$ cat src/hdl/packer_pkg.sv
// Shared constants and types for the audio sample packer
package packer_pkg;
	// Register byte offsets
	localparam logic [11:0] CTRL_OFS = 12'h000;
	localparam logic [11:0] MAP0_OFS = 12'h004;
	localparam logic [11:0] MAP1_OFS = 12'h008;
	localparam logic [11:0] STAT_OFS = 12'h00C;
	// Control fields and reset values
	localparam int CTRL_EN_BIT = 0;
	localparam int CTRL_RES_LSB = 1;
	localparam logic CTRL_EN_RST = 1'h0;
	localparam logic [1:0] CTRL_RES_RST = 2'h1;
	localparam logic [4:0] MAP_RST = 5'h00;
	// Status fields
	localparam int STAT_PHASE_LSB = 0;
	localparam int STAT_MISS_BIT = 4;
	localparam int STAT_EN_BIT = 8;
	// Output resolution codes and widths
	localparam logic [1:0] RES_16 = 2'h0;
	localparam logic [1:0] RES_24 = 2'h1;
	localparam logic [1:0] RES_32 = 2'h2;
	localparam logic [5:0] WID_16 = 6'h10;
	localparam logic [5:0] WID_24 = 6'h18;
	localparam logic [5:0] WID_32 = 6'h20;
	// Routing source codes
	localparam logic [4:0] SRC_RAW_LAST = 5'h05;
	localparam logic [4:0] SRC_PACKED_ALL = 5'h10;
	localparam logic [4:0] SRC_PACKED_PIPE = 5'h11;
	localparam logic [4:0] SRC_PACKED_MIC = 5'h12;
	localparam logic [4:0] SRC_PACKED_REF = 5'h13;
	// Source sample indices
	localparam logic [2:0] IDX_MIC0 = 3'h0;
	localparam logic [2:0] IDX_REF_L = 3'h2;
	localparam logic [2:0] IDX_PIPE0 = 3'h4;
	localparam int NUM_SRC = 6;
	// Markers
	localparam logic MARK_ALL_MIC = 1'h0;
	localparam logic MARK_ALL_PIPE = 1'h1;
	localparam logic [7:0] MARK_TWO_A = 8'h00;
	localparam logic [7:0] MARK_TWO_B = 8'h01;
	localparam logic [7:0] MARK_TWO_C = 8'h02;
	localparam logic [7:0] PAD_BYTE = 8'h00;
	// Rates
	localparam int SRC_RATE_HZ = 16000;
	localparam int OUT_RATE_HZ = 48000;
	localparam int SLOTS_PER_SRC = OUT_RATE_HZ / SRC_RATE_HZ;
	typedef enum logic [2:0] {SLOT_A = 3'b001, SLOT_B = 3'b010, SLOT_C = 3'b100} slot_e;
	typedef enum logic [3:0] {
		PK_OFF = 4'b0001,
		PK_ALL = 4'b0010,
		PK_TWO = 4'b0100,
		PK_RAW = 4'b1000
	} pack_e;
endpackage

$ cat src/hdl/packer_slot_mux.sv
// Builds one output slot word from the selected source samples
`timescale 1ns/10ps
`default_nettype none
module packer_slot_mux (
	input wire packer_pkg::pack_e kind,
	input wire packer_pkg::slot_e phase,
	input wire logic [31:0] keep_mask,
	input wire logic [31:0] mark_mask,
	input wire logic mark_ref,
	input wire logic [31:0] s0,
	input wire logic [31:0] s1,
	input wire logic [31:0] s2,
	output logic [31:0] word
);
	logic [31:0] pick;
	logic mark;

	// Slot word selection by packing kind and slot phase
	always_comb begin
		pick = s2;
		mark = packer_pkg::MARK_ALL_PIPE;
		word = 32'h0000_0000;
		unique case (phase)
			packer_pkg::SLOT_A: begin
				pick = s0;
				mark = packer_pkg::MARK_ALL_MIC;
			end
			packer_pkg::SLOT_B: begin
				pick = s1;
				mark = mark_ref;
			end
			packer_pkg::SLOT_C: begin
				pick = s2;
				mark = packer_pkg::MARK_ALL_PIPE;
			end
			default: begin
				pick = 32'h0000_0000;
			end
		endcase
		unique case (kind)
			packer_pkg::PK_ALL: begin
				word = (pick & keep_mask) | (mark ? mark_mask : 32'h0000_0000);
			end
			packer_pkg::PK_TWO: begin
				unique case (phase)
					packer_pkg::SLOT_A: word = {s0[31:8], packer_pkg::MARK_TWO_A};
					packer_pkg::SLOT_B: word = {s1[31:8], packer_pkg::MARK_TWO_B};
					packer_pkg::SLOT_C: word = {s0[7:0], s1[7:0], packer_pkg::PAD_BYTE,
						packer_pkg::MARK_TWO_C};
					default: word = 32'h0000_0000;
				endcase
			end
			packer_pkg::PK_RAW: word = s0;
			packer_pkg::PK_OFF: word = 32'h0000_0000;
			default: word = 32'h0000_0000;
		endcase
	end
endmodule
`default_nettype wire

$ cat src/hdl/packer_apb_regs.sv
// APB register slave for the packer control and status
`timescale 1ns/10ps
`default_nettype none
module packer_apb_regs (
	input wire logic pclk,
	input wire logic presetn,
	input wire logic [11:0] paddr,
	input wire logic psel,
	input wire logic penable,
	input wire logic pwrite,
	input wire logic [31:0] pwdata,
	output logic [31:0] prdata,
	output logic pready,
	output logic pslverr,
	input wire logic [2:0] phase_in,
	input wire logic miss_set,
	output logic ctrl_en,
	output logic [1:0] ctrl_res,
	output logic [4:0] map0,
	output logic [4:0] map1
);
	logic miss_reg;
	logic mapped;
	logic commit;
	logic [31:0] rd_next;

	assign commit = psel & penable & pready;

	// Address decode and read mux
	always_comb begin
		mapped = 1'b1;
		rd_next = 32'h0000_0000;
		unique case ({paddr[11:2], 2'b00})
			packer_pkg::CTRL_OFS: begin
				rd_next[packer_pkg::CTRL_EN_BIT] = ctrl_en;
				rd_next[packer_pkg::CTRL_RES_LSB +: 2] = ctrl_res;
			end
			packer_pkg::MAP0_OFS: rd_next[4:0] = map0;
			packer_pkg::MAP1_OFS: rd_next[4:0] = map1;
			packer_pkg::STAT_OFS: begin
				rd_next[packer_pkg::STAT_PHASE_LSB +: 3] = phase_in;
				rd_next[packer_pkg::STAT_MISS_BIT] = miss_reg;
				rd_next[packer_pkg::STAT_EN_BIT] = ctrl_en;
			end
			default: mapped = 1'b0;
		endcase
	end

	// One wait state, then answer
	always_ff @(posedge pclk or negedge presetn) begin
		if (!presetn) begin
			pready <= 1'b0;
			prdata <= 32'h0000_0000;
			pslverr <= 1'b0;
		end else if (psel & penable & ~pready) begin
			pready <= 1'b1;
			prdata <= pwrite ? 32'h0000_0000 : rd_next;
			pslverr <= ~mapped;
		end else begin
			pready <= 1'b0;
			pslverr <= 1'b0;
		end
	end

	// Writes take effect at the completing edge
	always_ff @(posedge pclk or negedge presetn) begin
		if (!presetn) begin
			ctrl_en <= packer_pkg::CTRL_EN_RST;
			ctrl_res <= packer_pkg::CTRL_RES_RST;
			map0 <= packer_pkg::MAP_RST;
			map1 <= packer_pkg::MAP_RST;
		end else if (commit & pwrite) begin
			unique case ({paddr[11:2], 2'b00})
				packer_pkg::CTRL_OFS: begin
					ctrl_en <= pwdata[packer_pkg::CTRL_EN_BIT];
					ctrl_res <= pwdata[packer_pkg::CTRL_RES_LSB +: 2];
				end
				packer_pkg::MAP0_OFS: map0 <= pwdata[4:0];
				packer_pkg::MAP1_OFS: map1 <= pwdata[4:0];
				default: ;
			endcase
		end
	end

	// Sticky miss flag, set wins over write-one clear
	always_ff @(posedge pclk or negedge presetn) begin
		if (!presetn) begin
			miss_reg <= 1'b0;
		end else if (miss_set) begin
			miss_reg <= 1'b1;
		end else if (commit & pwrite & ({paddr[11:2], 2'b00} == packer_pkg::STAT_OFS)
			& pwdata[packer_pkg::STAT_MISS_BIT]) begin
			miss_reg <= 1'b0;
		end
	end
endmodule
`default_nettype wire

$ cat src/hdl/audio_sample_packer.sv
// Packs 16 kHz audio sources into 48 kHz output slot triples
// How it works
// - Each 16 kHz source period becomes three 48 kHz output slots.
// - All-signals mode interleaves mic, ref, pipeline output per channel.
// - Packed width follows output resolution; integrated build forces 32 bits.
// - First slot holds top width-1 mic bits, marker bit 0.
// - Second slot holds ref, third pipeline output, top width-1 bits.
// - All-signals packing works at 16, 24 and 32 bit widths.
// - All-signals packing drops each sample's lowest kept bit for the marker.
// - Source code 16 on both channels resolves channel indices automatically.
// - Pipeline, mic and ref two-signal modes share one packing function.
// - Two-signal first slot: top 24 bits of sample 0, marker 0x00.
// - Two-signal second slot: top 24 bits of sample 1, marker 0x01.
// - Third slot: low bytes of samples 0 and 1, zero, marker 0x02.
`timescale 1ns/10ps
`default_nettype none
module audio_sample_packer #(
	parameter bit INTEGRATED = 1'b0,
	parameter bit MARK_REF = 1'b0
) (
	input wire logic pclk,
	input wire logic presetn,
	input wire logic [11:0] paddr,
	input wire logic psel,
	input wire logic penable,
	input wire logic pwrite,
	input wire logic [31:0] pwdata,
	output logic [31:0] prdata,
	output logic pready,
	output logic pslverr,
	input wire logic src_valid,
	input wire logic [31:0] mic0,
	input wire logic [31:0] mic1,
	input wire logic [31:0] ref_l,
	input wire logic [31:0] ref_r,
	input wire logic [31:0] pipe0,
	input wire logic [31:0] pipe1,
	input wire logic out_strobe,
	output logic [31:0] out_ch0,
	output logic [31:0] out_ch1,
	output logic out_valid,
	output logic out_first
);
	logic ctrl_en;
	logic [1:0] ctrl_res;
	logic [4:0] map0_code;
	logic [4:0] map1_code;
	logic [4:0] map_code [2];
	logic [31:0] src_in [packer_pkg::NUM_SRC];
	logic [31:0] hold_reg [packer_pkg::NUM_SRC];
	logic [31:0] work_reg [packer_pkg::NUM_SRC];
	logic [31:0] cur_s [packer_pkg::NUM_SRC];
	logic pending_reg;
	logic consume;
	logic miss_pulse;
	packer_pkg::slot_e phase_reg;
	packer_pkg::slot_e phase_next;
	packer_pkg::pack_e kind [2];
	logic [31:0] sel0 [2];
	logic [31:0] sel1 [2];
	logic [31:0] sel2 [2];
	logic [31:0] packed_word [2];
	logic [5:0] bits_w;
	logic [31:0] keep_mask;
	logic [31:0] mark_mask;

	// Routing code to packing kind
	function automatic packer_pkg::pack_e pack_kind(input logic [4:0] code);
		if (code == packer_pkg::SRC_PACKED_ALL) begin
			return packer_pkg::PK_ALL;
		end else if (code == packer_pkg::SRC_PACKED_PIPE || code == packer_pkg::SRC_PACKED_MIC
			|| code == packer_pkg::SRC_PACKED_REF) begin
			return packer_pkg::PK_TWO;
		end else if (code <= packer_pkg::SRC_RAW_LAST) begin
			return packer_pkg::PK_RAW;
		end
		return packer_pkg::PK_OFF;
	endfunction

	// Routing code and channel to three source indices
	function automatic logic [8:0] src_pick(input logic [4:0] code, input logic ch);
		logic [2:0] off;
		off = {2'b00, ch};
		unique case (code)
			packer_pkg::SRC_PACKED_ALL: return {packer_pkg::IDX_MIC0 + off,
				packer_pkg::IDX_REF_L + off, packer_pkg::IDX_PIPE0 + off};
			packer_pkg::SRC_PACKED_PIPE: return {packer_pkg::IDX_PIPE0,
				packer_pkg::IDX_PIPE0 + 3'h1, packer_pkg::IDX_PIPE0};
			packer_pkg::SRC_PACKED_MIC: return {packer_pkg::IDX_MIC0,
				packer_pkg::IDX_MIC0 + 3'h1, packer_pkg::IDX_MIC0};
			packer_pkg::SRC_PACKED_REF: return {packer_pkg::IDX_REF_L,
				packer_pkg::IDX_REF_L + 3'h1, packer_pkg::IDX_REF_L};
			default: return (code <= packer_pkg::SRC_RAW_LAST) ? {3{code[2:0]}} : 9'h000;
		endcase
	endfunction

	packer_apb_regs u_regs (
		.pclk(pclk),
		.presetn(presetn),
		.paddr(paddr),
		.psel(psel),
		.penable(penable),
		.pwrite(pwrite),
		.pwdata(pwdata),
		.prdata(prdata),
		.pready(pready),
		.pslverr(pslverr),
		.phase_in(phase_reg),
		.miss_set(miss_pulse),
		.ctrl_en(ctrl_en),
		.ctrl_res(ctrl_res),
		.map0(map0_code),
		.map1(map1_code)
	);

	// Source bundle in unpacked order
	assign src_in[0] = mic0;
	assign src_in[1] = mic1;
	assign src_in[2] = ref_l;
	assign src_in[3] = ref_r;
	assign src_in[4] = pipe0;
	assign src_in[5] = pipe1;
	assign map_code[0] = map0_code;
	assign map_code[1] = map1_code;
	always_comb begin
		if (INTEGRATED) begin
			bits_w = packer_pkg::WID_32;
		end else begin
			unique case (ctrl_res)
				packer_pkg::RES_16: bits_w = packer_pkg::WID_16;
				packer_pkg::RES_24: bits_w = packer_pkg::WID_24;
				default: bits_w = packer_pkg::WID_32;
			endcase
		end
	end

	assign keep_mask = 32'hFFFF_FFFF << (6'h21 - bits_w);
	assign mark_mask = 32'h0000_0001 << (6'h20 - bits_w);
	// Triple starts only at the first slot
	assign consume = out_strobe & ctrl_en & (phase_reg == packer_pkg::SLOT_A);
	assign miss_pulse = src_valid & pending_reg & ~consume;
	// Latest source samples
	always_ff @(posedge pclk or negedge presetn) begin
		if (!presetn) begin
			for (int i = 0; i < packer_pkg::NUM_SRC; i++) begin
				hold_reg[i] <= 32'h0000_0000;
			end
		end else if (src_valid) begin
			for (int i = 0; i < packer_pkg::NUM_SRC; i++) begin
				hold_reg[i] <= src_in[i];
			end
		end
	end
	// Pending flag, new sample wins over consume
	always_ff @(posedge pclk or negedge presetn) begin
		if (!presetn) begin
			pending_reg <= 1'b0;
		end else if (!ctrl_en) begin
			pending_reg <= 1'b0;
		end else if (src_valid) begin
			pending_reg <= 1'b1;
		end else if (consume) begin
			pending_reg <= 1'b0;
		end
	end
	// Samples used for the current triple
	always_comb begin
		for (int i = 0; i < packer_pkg::NUM_SRC; i++) begin
			cur_s[i] = (consume & pending_reg) ? hold_reg[i] : work_reg[i];
		end
	end
	always_ff @(posedge pclk or negedge presetn) begin
		if (!presetn) begin
			for (int i = 0; i < packer_pkg::NUM_SRC; i++) begin
				work_reg[i] <= 32'h0000_0000;
			end
		end else if (consume) begin
			for (int i = 0; i < packer_pkg::NUM_SRC; i++) begin
				work_reg[i] <= cur_s[i];
			end
		end
	end
	always_comb begin
		unique case (phase_reg)
			packer_pkg::SLOT_A: phase_next = packer_pkg::SLOT_B;
			packer_pkg::SLOT_B: phase_next = packer_pkg::SLOT_C;
			packer_pkg::SLOT_C: phase_next = packer_pkg::SLOT_A;
			default: phase_next = packer_pkg::SLOT_A;
		endcase
	end
	always_ff @(posedge pclk or negedge presetn) begin
		if (!presetn) begin
			phase_reg <= packer_pkg::SLOT_A;
		end else if (!ctrl_en) begin
			phase_reg <= packer_pkg::SLOT_A;
		end else if (out_strobe) begin
			phase_reg <= phase_next;
		end
	end
	always_comb begin
		for (int c = 0; c < 2; c++) begin
			logic [8:0] idx;
			idx = src_pick(map_code[c], c[0]);
			kind[c] = pack_kind(map_code[c]);
			sel0[c] = cur_s[idx[8:6]];
			sel1[c] = cur_s[idx[5:3]];
			sel2[c] = cur_s[idx[2:0]];
		end
	end
	for (genvar c = 0; c < 2; c++) begin : g_chan
		packer_slot_mux u_mux (
			.kind(kind[c]),
			.phase(phase_reg),
			.keep_mask(keep_mask),
			.mark_mask(mark_mask),
			.mark_ref(MARK_REF),
			.s0(sel0[c]),
			.s1(sel1[c]),
			.s2(sel2[c]),
			.word(packed_word[c])
		);
	end
	always_ff @(posedge pclk or negedge presetn) begin
		if (!presetn) begin
			out_ch0 <= 32'h0000_0000;
			out_ch1 <= 32'h0000_0000;
			out_valid <= 1'b0;
			out_first <= 1'b0;
		end else begin
			out_valid <= out_strobe & ctrl_en;
			out_first <= consume;
			if (!ctrl_en) begin
				out_ch0 <= 32'h0000_0000;
				out_ch1 <= 32'h0000_0000;
			end else if (out_strobe) begin
				out_ch0 <= packed_word[0];
				out_ch1 <= packed_word[1];
			end
		end
	end
	// Slots seen since the last triple start
	logic [1:0] slot_cnt;
	logic seen_first;
	always_ff @(posedge pclk or negedge presetn) begin
		if (!presetn) begin
			slot_cnt <= 2'h0;
			seen_first <= 1'b0;
		end else if (out_valid) begin
			slot_cnt <= out_first ? 2'h0 : slot_cnt + 2'h1;
			seen_first <= seen_first | out_first;
		end
	end
endmodule
`default_nettype wire

$ cat config.mk
export PLATFORM = sky130hd
export DESIGN_NAME = audio_sample_packer
export DESIGN_NICKNAME = d
export VERILOG_FILES = /design/src/hdl/packer_pkg.sv /design/src/hdl/packer_slot_mux.sv /design/src/hdl/packer_apb_regs.sv /design/src/hdl/audio_sample_packer.sv
export SDC_FILE = /design/constraint.sdc
export NUM_CORES = 1
export LEC_CHECK = 0
export ABC_AREA = 1
export BUFFER_PORTS_ARGS = -buffer_cell sky130_fd_sc_hd__buf_4
export CELL_PAD_IN_SITES_DETAIL_PLACEMENT = 1
export CELL_PAD_IN_SITES_GLOBAL_PLACEMENT = 1
export CORE_MARGIN = 5
export CORE_UTILIZATION = 44
export CTS_BUF_LIST = sky130_fd_sc_hd__clkbuf_4
export DETAILED_ROUTE_END_ITERATION = 16
export GPL_ROUTABILITY_DRIVEN = 0
export PLACE_DENSITY_LB_ADDON = 0.3
export SYNTH_ARGS = -nofsm -noshare
export SYNTH_HDL_FRONTEND = slang
export SYNTH_SLANG_ARGS = --single-unit
$ cat constraint.sdc
create_clock -name pclk -period 3.04 [get_ports pclk]
set_clock_uncertainty 0.2 [all_clocks]
set_input_delay 0.456 -clock pclk [delete_from_list [all_inputs] [get_ports pclk]]
set_output_delay 0.456 -clock pclk [all_outputs]
set_load 0.01 [all_outputs]
==> impl_results.html, run 1 <==
<table>
<tr><th>Metric</th><th>Value</th></tr>
<tr><th colspan="2">CTS</th></tr>
<tr><td>Post-CTS Setup Inserts</td><td>0</td></tr>
<tr><td>Number of buffers added by the clock tree synthesis step</td><td>137</td></tr>
<tr><td>Maximum count of clock buffers along a single path</td><td>3</td></tr>
<tr><td>Number of clock sinks seen by CTS</td><td>476</td></tr>
<tr><td>Number of H-tree levels</td><td>4</td></tr>
<tr><td>Root buf cell</td><td>sky130_fd_sc_hd__clkbuf_4</td></tr>
<tr><th colspan="2">Status</th></tr>
<tr><td>Last stage reached</td><td>5_1_grt</td></tr>
<tr><td>Outcome</td><td>did not finish</td></tr>
<tr><td>Tool error</td><td>[ERROR GRT-0116] Global routing finished with congestion. Check the congestion regions in the DRC Viewer.</td></tr>
<tr><th colspan="2">Synthesis</th></tr>
<tr><td>Post-Synthesis Cells</td><td>3,822</td></tr>
<tr><td>Count of cell types in the netlist</td><td>between 40 and 50</td></tr>
<tr><td>Flop and latch count out of synthesis</td><td>about 480</td></tr>
<tr><td>Parity-gate share of the synthesized area counting xor and xnor cells</td><td>0%</td></tr>
<tr><td>Share of the yosys chip area belonging to registers</td><td>between 40% and 50%</td></tr>
<tr><td>Cell type with the highest aggregate area in the netlist</td><td>sky130_fd_sc_hd__dfrtp_1</td></tr>
<tr><td>Dominant cells by area after synthesis</td><td>sky130_fd_sc_hd__dfrtp_1 43%, sky130_fd_sc_hd__nand2_1 17%, sky130_fd_sc_hd__o21ai_0 7.2%, sky130_fd_sc_hd__o211ai_1 6.1%, sky130_fd_sc_hd__nand3_1 5.7%</td></tr>
<tr><td>Fraction of synthesis flops using an asynchronous set or reset pin</td><td>100%</td></tr>
<tr><td>Mean Syn Cell Area</td><td>7.19 um^2</td></tr>
<tr><td>Area fraction in and, or, nand and nor cells after synthesis</td><td>26.1%</td></tr>
<tr><td>Compound-cell area share of the yosys netlist</td><td>20.4%</td></tr>
<tr><td>Warnings, synthesis</td><td>0</td></tr>
<tr><td>Number of flops mapped to enable cells by yosys</td><td>0</td></tr>
<tr><td>Syn Std Cell Area</td><td>between 20,000 and 30,000 um^2</td></tr>
<tr><td>Adder-cell share of the synthesized area</td><td>0%</td></tr>
<tr><td>Most used flip-flop cell after synthesis</td><td>sky130_fd_sc_hd__dfrtp_1</td></tr>
<tr><td>Combinational family with the most area after synthesis</td><td>simple AND/OR/NAND/NOR gates</td></tr>
<tr><td>Area fraction of the dominant cell type after synthesis</td><td>43.2%</td></tr>
<tr><td>Post-synthesis mux area share</td><td>0.0364%</td></tr>
<tr><th colspan="2">Global route</th></tr>
<tr><td>Overall global routing resource usage</td><td>67.4%</td></tr>
<tr><td>Vias in the first global route</td><td>47,200</td></tr>
<tr><td>Wire length of the first global-routing pass</td><td>337 mm</td></tr>
<tr><td>GRT Residual Overflow</td><td>209</td></tr>
<tr><td>Pin count of the biggest net entering global routing</td><td>roughly 110</td></tr>
<tr><th colspan="2">Die</th></tr>
<tr><td># IOs</td><td>343</td></tr>
<tr><td>Y dimension of the die</td><td>260 um</td></tr>
<tr><td>Site Rows</td><td>between 90 and 100</td></tr>
<tr><td>Die outline width</td><td>260 um</td></tr>
<tr><td>Initial Util</td><td>44.4%</td></tr>
<tr><th colspan="2">Place</th></tr>
<tr><td>Pre-CTS worst setup slack</td><td>-0.0250 ns</td></tr>
<tr><td>Port buffer count</td><td>287</td></tr>
<tr><td>Cell Count Post-Placement</td><td>just under 5,000</td></tr>
<tr><td>DP HPWL</td><td>84.2 mm</td></tr>
</table>
cells by family after synthesis:
group	Yosys count
and+or+nand+nor	1762
AOI/OAI and AO/OA	924
other	1
muxes	1
DFF	476
buffers and inverters	658
per-stage QoR:
stage / area (um^2) / utilization (%)
2_1_floorplan: 27600 / -
3_3_place_gp: 31300 / 50.7
3_5_place_dp: 31300 / 50.7
4_1_cts: 40800 / 65.9
cells in the mapped netlist, types with 2 or more instances:
cell                       count
sky130_fd_sc_hd__nand2_1    1257
sky130_fd_sc_hd__dfrtp_1     474
sky130_fd_sc_hd__o21ai_0     396
sky130_fd_sc_hd__inv_1       357
sky130_fd_sc_hd__nand3_1     315
sky130_fd_sc_hd__o211ai_1    225
sky130_fd_sc_hd__clkbuf_1    162
sky130_fd_sc_hd__nor2_1      134
sky130_fd_sc_hd__o21ai_1     124
sky130_fd_sc_hd__buf_2        74
sky130_fd_sc_hd__o21ai_2      65
sky130_fd_sc_hd__a21oi_1      51
sky130_fd_sc_hd__buf_4        36
sky130_fd_sc_hd__o21a_1       34
sky130_fd_sc_hd__nand4_1      31
sky130_fd_sc_hd__buf_6        12
sky130_fd_sc_hd__inv_2        11
sky130_fd_sc_hd__o22ai_1       8
sky130_fd_sc_hd__or2_2         8
sky130_fd_sc_hd__o221ai_1      7
sky130_fd_sc_hd__nor3_1        5
sky130_fd_sc_hd__a31oi_1       4
sky130_fd_sc_hd__buf_1         4
sky130_fd_sc_hd__nor2_2        4
sky130_fd_sc_hd__o21a_2        4
sky130_fd_sc_hd__a22o_1        2
sky130_fd_sc_hd__dfstp_2       2
sky130_fd_sc_hd__nand2_2       2
sky130_fd_sc_hd__or2_0         2
metal layers:
metal	global-route usage [%]	overflow
met2	88.5	81
met1	65.1	0
met3	48.4	0
met5	23.9	0
met4	67.9	128
timing repair:
item	4_1_cts
resized for setup	2
hold buffers	766
setup endpoints to repair	3
hold endpoints to repair	768
==> inputs of run 2 (changes only) <==
--- a/config.mk
+++ b/config.mk
@@ -7,14 +7,11 @@
 export LEC_CHECK = 0
 export ABC_AREA = 1
 export BUFFER_PORTS_ARGS = -buffer_cell sky130_fd_sc_hd__buf_4
-export CELL_PAD_IN_SITES_DETAIL_PLACEMENT = 1
-export CELL_PAD_IN_SITES_GLOBAL_PLACEMENT = 1
 export CORE_MARGIN = 5
-export CORE_UTILIZATION = 44
-export CTS_BUF_LIST = sky130_fd_sc_hd__clkbuf_4
+export CORE_UTILIZATION = 35
 export DETAILED_ROUTE_END_ITERATION = 16
 export GPL_ROUTABILITY_DRIVEN = 0
-export PLACE_DENSITY_LB_ADDON = 0.3
+export PLACE_DENSITY_LB_ADDON = 0.15
 export SYNTH_ARGS = -nofsm -noshare
 export SYNTH_HDL_FRONTEND = slang
 export SYNTH_SLANG_ARGS = --single-unit
==> impl_results.html, run 2 <==
<table>
<tr><th>Metric</th><th>Value</th></tr>
<tr><th colspan="2">Synthesis</th></tr>
<tr><td>Mean Syn Cell Area</td><td>a little over 7 um^2</td></tr>
<tr><td>Fraction of synthesis flops using an asynchronous set or reset pin</td><td>between 90% and 100%</td></tr>
<tr><td>Number of flops mapped to enable cells by yosys</td><td>0</td></tr>
<tr><td>Syn Std Cell Area</td><td>27,500 um^2</td></tr>
<tr><td>Dominant cells by area after synthesis</td><td>sky130_fd_sc_hd__dfrtp_1 43%, sky130_fd_sc_hd__nand2_1 17%, sky130_fd_sc_hd__o21ai_0 7.2%, sky130_fd_sc_hd__o211ai_1 6.1%, sky130_fd_sc_hd__nand3_1 5.7%</td></tr>
<tr><td>Count of cell types in the netlist</td><td>41</td></tr>
<tr><td>Count leader, synth</td><td>sky130_fd_sc_hd__nand2_1</td></tr>
<tr><td>Share of the yosys chip area belonging to registers</td><td>a little over two fifths</td></tr>
<tr><td>Cell type with the highest aggregate area in the netlist</td><td>sky130_fd_sc_hd__dfrtp_1</td></tr>
<tr><td>Flop and latch count out of synthesis</td><td>about 480</td></tr>
<tr><td>Post-Synthesis Cells</td><td>3,822</td></tr>
<tr><td>Warnings, synthesis</td><td>0</td></tr>
<tr><td>Synth top cells by count</td><td>1,257 x sky130_fd_sc_hd__nand2_1, 474 x sky130_fd_sc_hd__dfrtp_1, 396 x sky130_fd_sc_hd__o21ai_0, 357 x sky130_fd_sc_hd__inv_1, 315 x sky130_fd_sc_hd__nand3_1</td></tr>
<tr><td>Most used flip-flop cell after synthesis</td><td>sky130_fd_sc_hd__dfrtp_1</td></tr>
<tr><td>Area fraction of the dominant cell type after synthesis</td><td>43.2%</td></tr>
<tr><th colspan="2">Setup path</th></tr>
<tr><td>Worst setup path start</td><td>phase_reg[1]$_DFFE_PN0P_</td></tr>
<tr><td>Slowest-stage cell, CP</td><td>sky130_fd_sc_hd__dfrtp_1</td></tr>
<tr><td>Crit-path most repeated cell</td><td>sky130_fd_sc_hd__nand2_1</td></tr>
<tr><td>Endpoint type of the worst setup path</td><td>flip-flop</td></tr>
<tr><td>Required arrival time at the worst endpoint</td><td>roughly 3.4 ns</td></tr>
<tr><td>Worst Setup Path Type</td><td>flip-flop to flip-flop</td></tr>
<tr><td>FF-to-FF End</td><td>out_ch1[22]$_DFFE_PN0P_</td></tr>
<tr><td>Crit Reg-Reg Startpoint</td><td>phase_reg[1]$_DFFE_PN0P_</td></tr>
<tr><td>Worst endpoint data arrival time</td><td>about 3.3 ns</td></tr>
<tr><td>Cell class contributing the biggest share of worst-path delay</td><td>simple AND/OR/NAND/NOR gates</td></tr>
<tr><td>Startpoint types</td><td>flip-flop</td></tr>
<tr><td>Cell chain of the critical path</td><td>inv_2 &gt; nand2_1 &gt; nor2_2 &gt; nand3_4 &gt; buf_12 &gt; buf_12 &gt; o21ai_2 &gt; inv_2 &gt; buf_4 &gt; a21oi_1 &gt; o21ai_0 &gt; nand3_1 &gt; nand3_1 &gt; nand4_1 &gt; nand2_1 &gt; nand2_1</td></tr>
<tr><td>Worst Reg2Reg Path Length in Cells</td><td>16</td></tr>
<tr><td>Buffers plus inverters on the worst setup path</td><td>5</td></tr>
<tr><td>Delay contributed by the slowest stage of the critical path</td><td>0.40 ns</td></tr>
<tr><td>Worst reg-to-reg setup slack</td><td>approximately 0.10 ns</td></tr>
<tr><td>Worst-path fanout max</td><td>25</td></tr>
<tr><th colspan="2">Timing</th></tr>
<tr><td>Crit path time final</td><td>just under 3 ns</td></tr>
<tr><td>Number of max-slew violations in the final report</td><td>0</td></tr>
<tr><td>Number of setup violations in the final report</td><td>0</td></tr>
<tr><td>Worst relative slew slack</td><td>50.9%</td></tr>
<tr><td>Total negative setup slack</td><td>0 ns</td></tr>
<tr><td>Tcrit/Tclk final</td><td>between 90% and 100%</td></tr>
<tr><td>Unrepaired setup endpoints after global routing</td><td>no</td></tr>
<tr><td>Final Hold Viols</td><td>0</td></tr>
<tr><td>Max frequency</td><td>0.340 GHz</td></tr>
<tr><td>Slew at the pin closest to its max-slew limit</td><td>0.736 ns</td></tr>
<tr><th colspan="2">Detailed routing</th></tr>
<tr><td>Post-DRT Antenna Nets</td><td>0</td></tr>
<tr><td>First-pass detailed-route iteration total</td><td>6</td></tr>
<tr><td>Detailed-route DRC error count</td><td>0</td></tr>
<tr><td>Final routed wire length divided by cell count</td><td>just over 20 um</td></tr>
<tr><td>Wire length after detailed routing</td><td>111 mm</td></tr>
<tr><td>Via count</td><td>roughly 28,000</td></tr>
<tr><td>Number of DRC markers in iteration 0</td><td>2,892</td></tr>
<tr><td>Vias per cell</td><td>between 5 and 6</td></tr>
<tr><th colspan="2">CTS</th></tr>
<tr><td>Clock Pin Slew Worst Setup and Hold Paths</td><td>0.07 ns</td></tr>
<tr><td>Number of clock sinks seen by CTS</td><td>476</td></tr>
<tr><td>Root buf cell</td><td>sky130_fd_sc_hd__clkbuf_16</td></tr>
<tr><td>Maximum count of clock buffers along a single path</td><td>3</td></tr>
<tr><td>Number of buffers added by the clock tree synthesis step</td><td>between 50 and 60</td></tr>
<tr><td>CTS tree</td><td>built</td></tr>
<tr><td>Insertion delay to the later sink of the worst-skew pair</td><td>0.63 ns</td></tr>
<tr><td>Number of H-tree levels</td><td>2</td></tr>
<tr><td>Post-CTS Setup Inserts</td><td>0</td></tr>
<tr><th colspan="2">Final layout</th></tr>
<tr><td>Most frequent standard cell in the layout excluding fill and tap cells</td><td>sky130_fd_sc_hd__nand2_1</td></tr>
<tr><td>Layout net count</td><td>between 4,000 and 5,000</td></tr>
<tr><td>Fraction of layout instances using a drive strength above 1</td><td>16.9%</td></tr>
<tr><td>Synth-to-layout area growth</td><td>31.0%</td></tr>
<tr><td>Top library cells by usage in the layout, fill and taps aside</td><td>1,253 x sky130_fd_sc_hd__nand2_1, 480 x sky130_fd_sc_hd__buf_4, 474 x sky130_fd_sc_hd__dfrtp_1</td></tr>
<tr><th colspan="2">Global route</th></tr>
<tr><td>Overall global routing resource usage</td><td>25.5%</td></tr>
<tr><td>Wire length of the first global-routing pass</td><td>168 mm</td></tr>
<tr><td>GRT Residual Overflow</td><td>0</td></tr>
<tr><td>Pin count of the biggest net entering global routing</td><td>approximately 90</td></tr>
<tr><td>Vias in the first global route</td><td>26,100</td></tr>
<tr><td>Antenna violations before repair</td><td>6</td></tr>
<tr><th colspan="2">Power</th></tr>
<tr><td>Peak supply drop</td><td>0.277 mV</td></tr>
<tr><td>Pwr/cell area</td><td>401 nW/um^2</td></tr>
<tr><td>Power consumption</td><td>14,400 uW</td></tr>
<tr><td>P_leak</td><td>0.0181 uW</td></tr>
<tr><th colspan="2">Die</th></tr>
<tr><td>Die outline width</td><td>290 um</td></tr>
<tr><td>Initial Util</td><td>35.4%</td></tr>
<tr><td>Site Rows</td><td>102</td></tr>
<tr><td>Area of the core</td><td>77,600 um^2</td></tr>
<tr><td># IOs</td><td>343</td></tr>
<tr><td>Y dimension of the die</td><td>290 um</td></tr>
<tr><td>Area enclosed by the die boundary</td><td>84,200 um^2</td></tr>
<tr><th colspan="2">Place</th></tr>
<tr><td>DP HPWL</td><td>79.1 mm</td></tr>
<tr><td>Port buffer count</td><td>around 290</td></tr>
<tr><th colspan="2">Min path</th></tr>
<tr><td>Classification of the worst-slack hold path</td><td>input port to flip-flop</td></tr>
<tr><td>HP Start</td><td>src_valid</td></tr>
<tr><td>Endpoint of the worst hold path</td><td>hold_reg[158]$_DFFE_PN0P_</td></tr>
<tr><td>Cell count of the worst hold path</td><td>3</td></tr>
<tr><th colspan="2">Run</th></tr>
<tr><td>Number of maximum-capacitance constraint violations</td><td>0</td></tr>
<tr><th colspan="2">Status</th></tr>
<tr><td>Outcome</td><td>completed</td></tr>
</table>
run 2: worst max path at each step:
stage | depth (start not counted) | end | slack [ns]
after CTS | 16 | out_ch0[25]$_DFFE_PN0P_ | 0.1
after floorplan | 14 | out_ch1[24]$_DFFE_PN0P_ | 0.69
final | 16 | out_ch1[22]$_DFFE_PN0P_ | 0.10
after global placement | 15 | out_ch0[25]$_DFFE_PN0P_ | 0.07
after detailed placement | 15 | out_ch0[25]$_DFFE_PN0P_ | 0.11
after global routing | 15 | out_ch1[24]$_DFFE_PN0P_ | 0.006
run 2: stage by stage:
| stage | area [um^2] | hold slack [ns] | instances | setup slack [ns] | util (%) |
|---|---|---|---|---|---|
| 4_1_cts | 35900 | 0.0485 | 5425 | 0.0998 | 46.3 |
| 5_1_grt | 36000 | 0.0879 | 5426 | 0.00598 | 46.4 |
| 3_5_place_dp | 32100 | 0.254 | 5127 | 0.110 | 41.4 |
| 2_1_floorplan | 27600 | -0.0396 | 3847 | 0.686 | - |
| 3_3_place_gp | 32100 | 0.258 | 5127 | 0.0726 | 41.4 |
| 6_report | 36000 | 0.0676 | 5427 | 0.101 | 46.4 |
run 2: logic make-up after synthesis:
| family | after synthesis | synth area share, % |
|---|---|---|
| compound gates | 924 | 20.4 |
| flops | 476 | 43.4 |
| buf+inv | 658 | 10.2 |
| mux | 1 | 0.0364 |
| simple gates | 1762 | 26.1 |
| other cells | 1 | 0.0136 |
run 2: cell type report:
class,instances,area (um^2)
Fill cell,7858,41600
Multi-Input combinational cell,2713,13000
Sequential cell,476,11900
Timing Repair Buffer,728,6580
Clock buffer,73,1500
Inverter,370,1390
Tap cell,1040,1300
Clock inverter,26,307
Antenna cell,1,2.50
run 2: timing repair:
| action | CTS | global route |
|---|---|---|
| setup endpoints to repair | 0 | 20 |
| hold buffers | 199 | 0 |
| resized for setup | 0 | 15 |
| endpoints found under the hold margin | 242 | 0 |
run 2: worst reg2reg max path, stage by stage, from the launching register on:
cell                      delay [ns]
sky130_fd_sc_hd__dfrtp_1        0.40
sky130_fd_sc_hd__inv_2          0.10
sky130_fd_sc_hd__nand2_1        0.07
sky130_fd_sc_hd__nor2_2         0.14
sky130_fd_sc_hd__nand3_4        0.10
sky130_fd_sc_hd__buf_12         0.17
sky130_fd_sc_hd__buf_12         0.20
sky130_fd_sc_hd__o21ai_2        0.24
sky130_fd_sc_hd__inv_2          0.06
sky130_fd_sc_hd__buf_4          0.13
sky130_fd_sc_hd__a21oi_1        0.10
sky130_fd_sc_hd__o21ai_0        0.10
sky130_fd_sc_hd__nand3_1        0.15
sky130_fd_sc_hd__nand3_1        0.27
sky130_fd_sc_hd__nand4_1        0.25
sky130_fd_sc_hd__nand2_1        0.08
sky130_fd_sc_hd__nand2_1        0.07
run 2: power by group:
part,switching [uW],leakage (uW),internal (uW)
Sequential,68.6,0.00623,6560
Clock,2780,0.000882,3900
Combinational,643,0.0110,499
run 2: metal layers:
metal | up-vias | global-route usage (%) | routed length [um]
li1 | 13500 | - | -
met1 | 13200 | 38.7 | 51900
met2 | 1262 | 36.6 | 45900
met3 | 197 | 5.08 | 9850
met4 | 4 | 7.55 | 3740
met5 | - | 0 | 34
No activity file was read; power rests on OpenSTA's default activity.
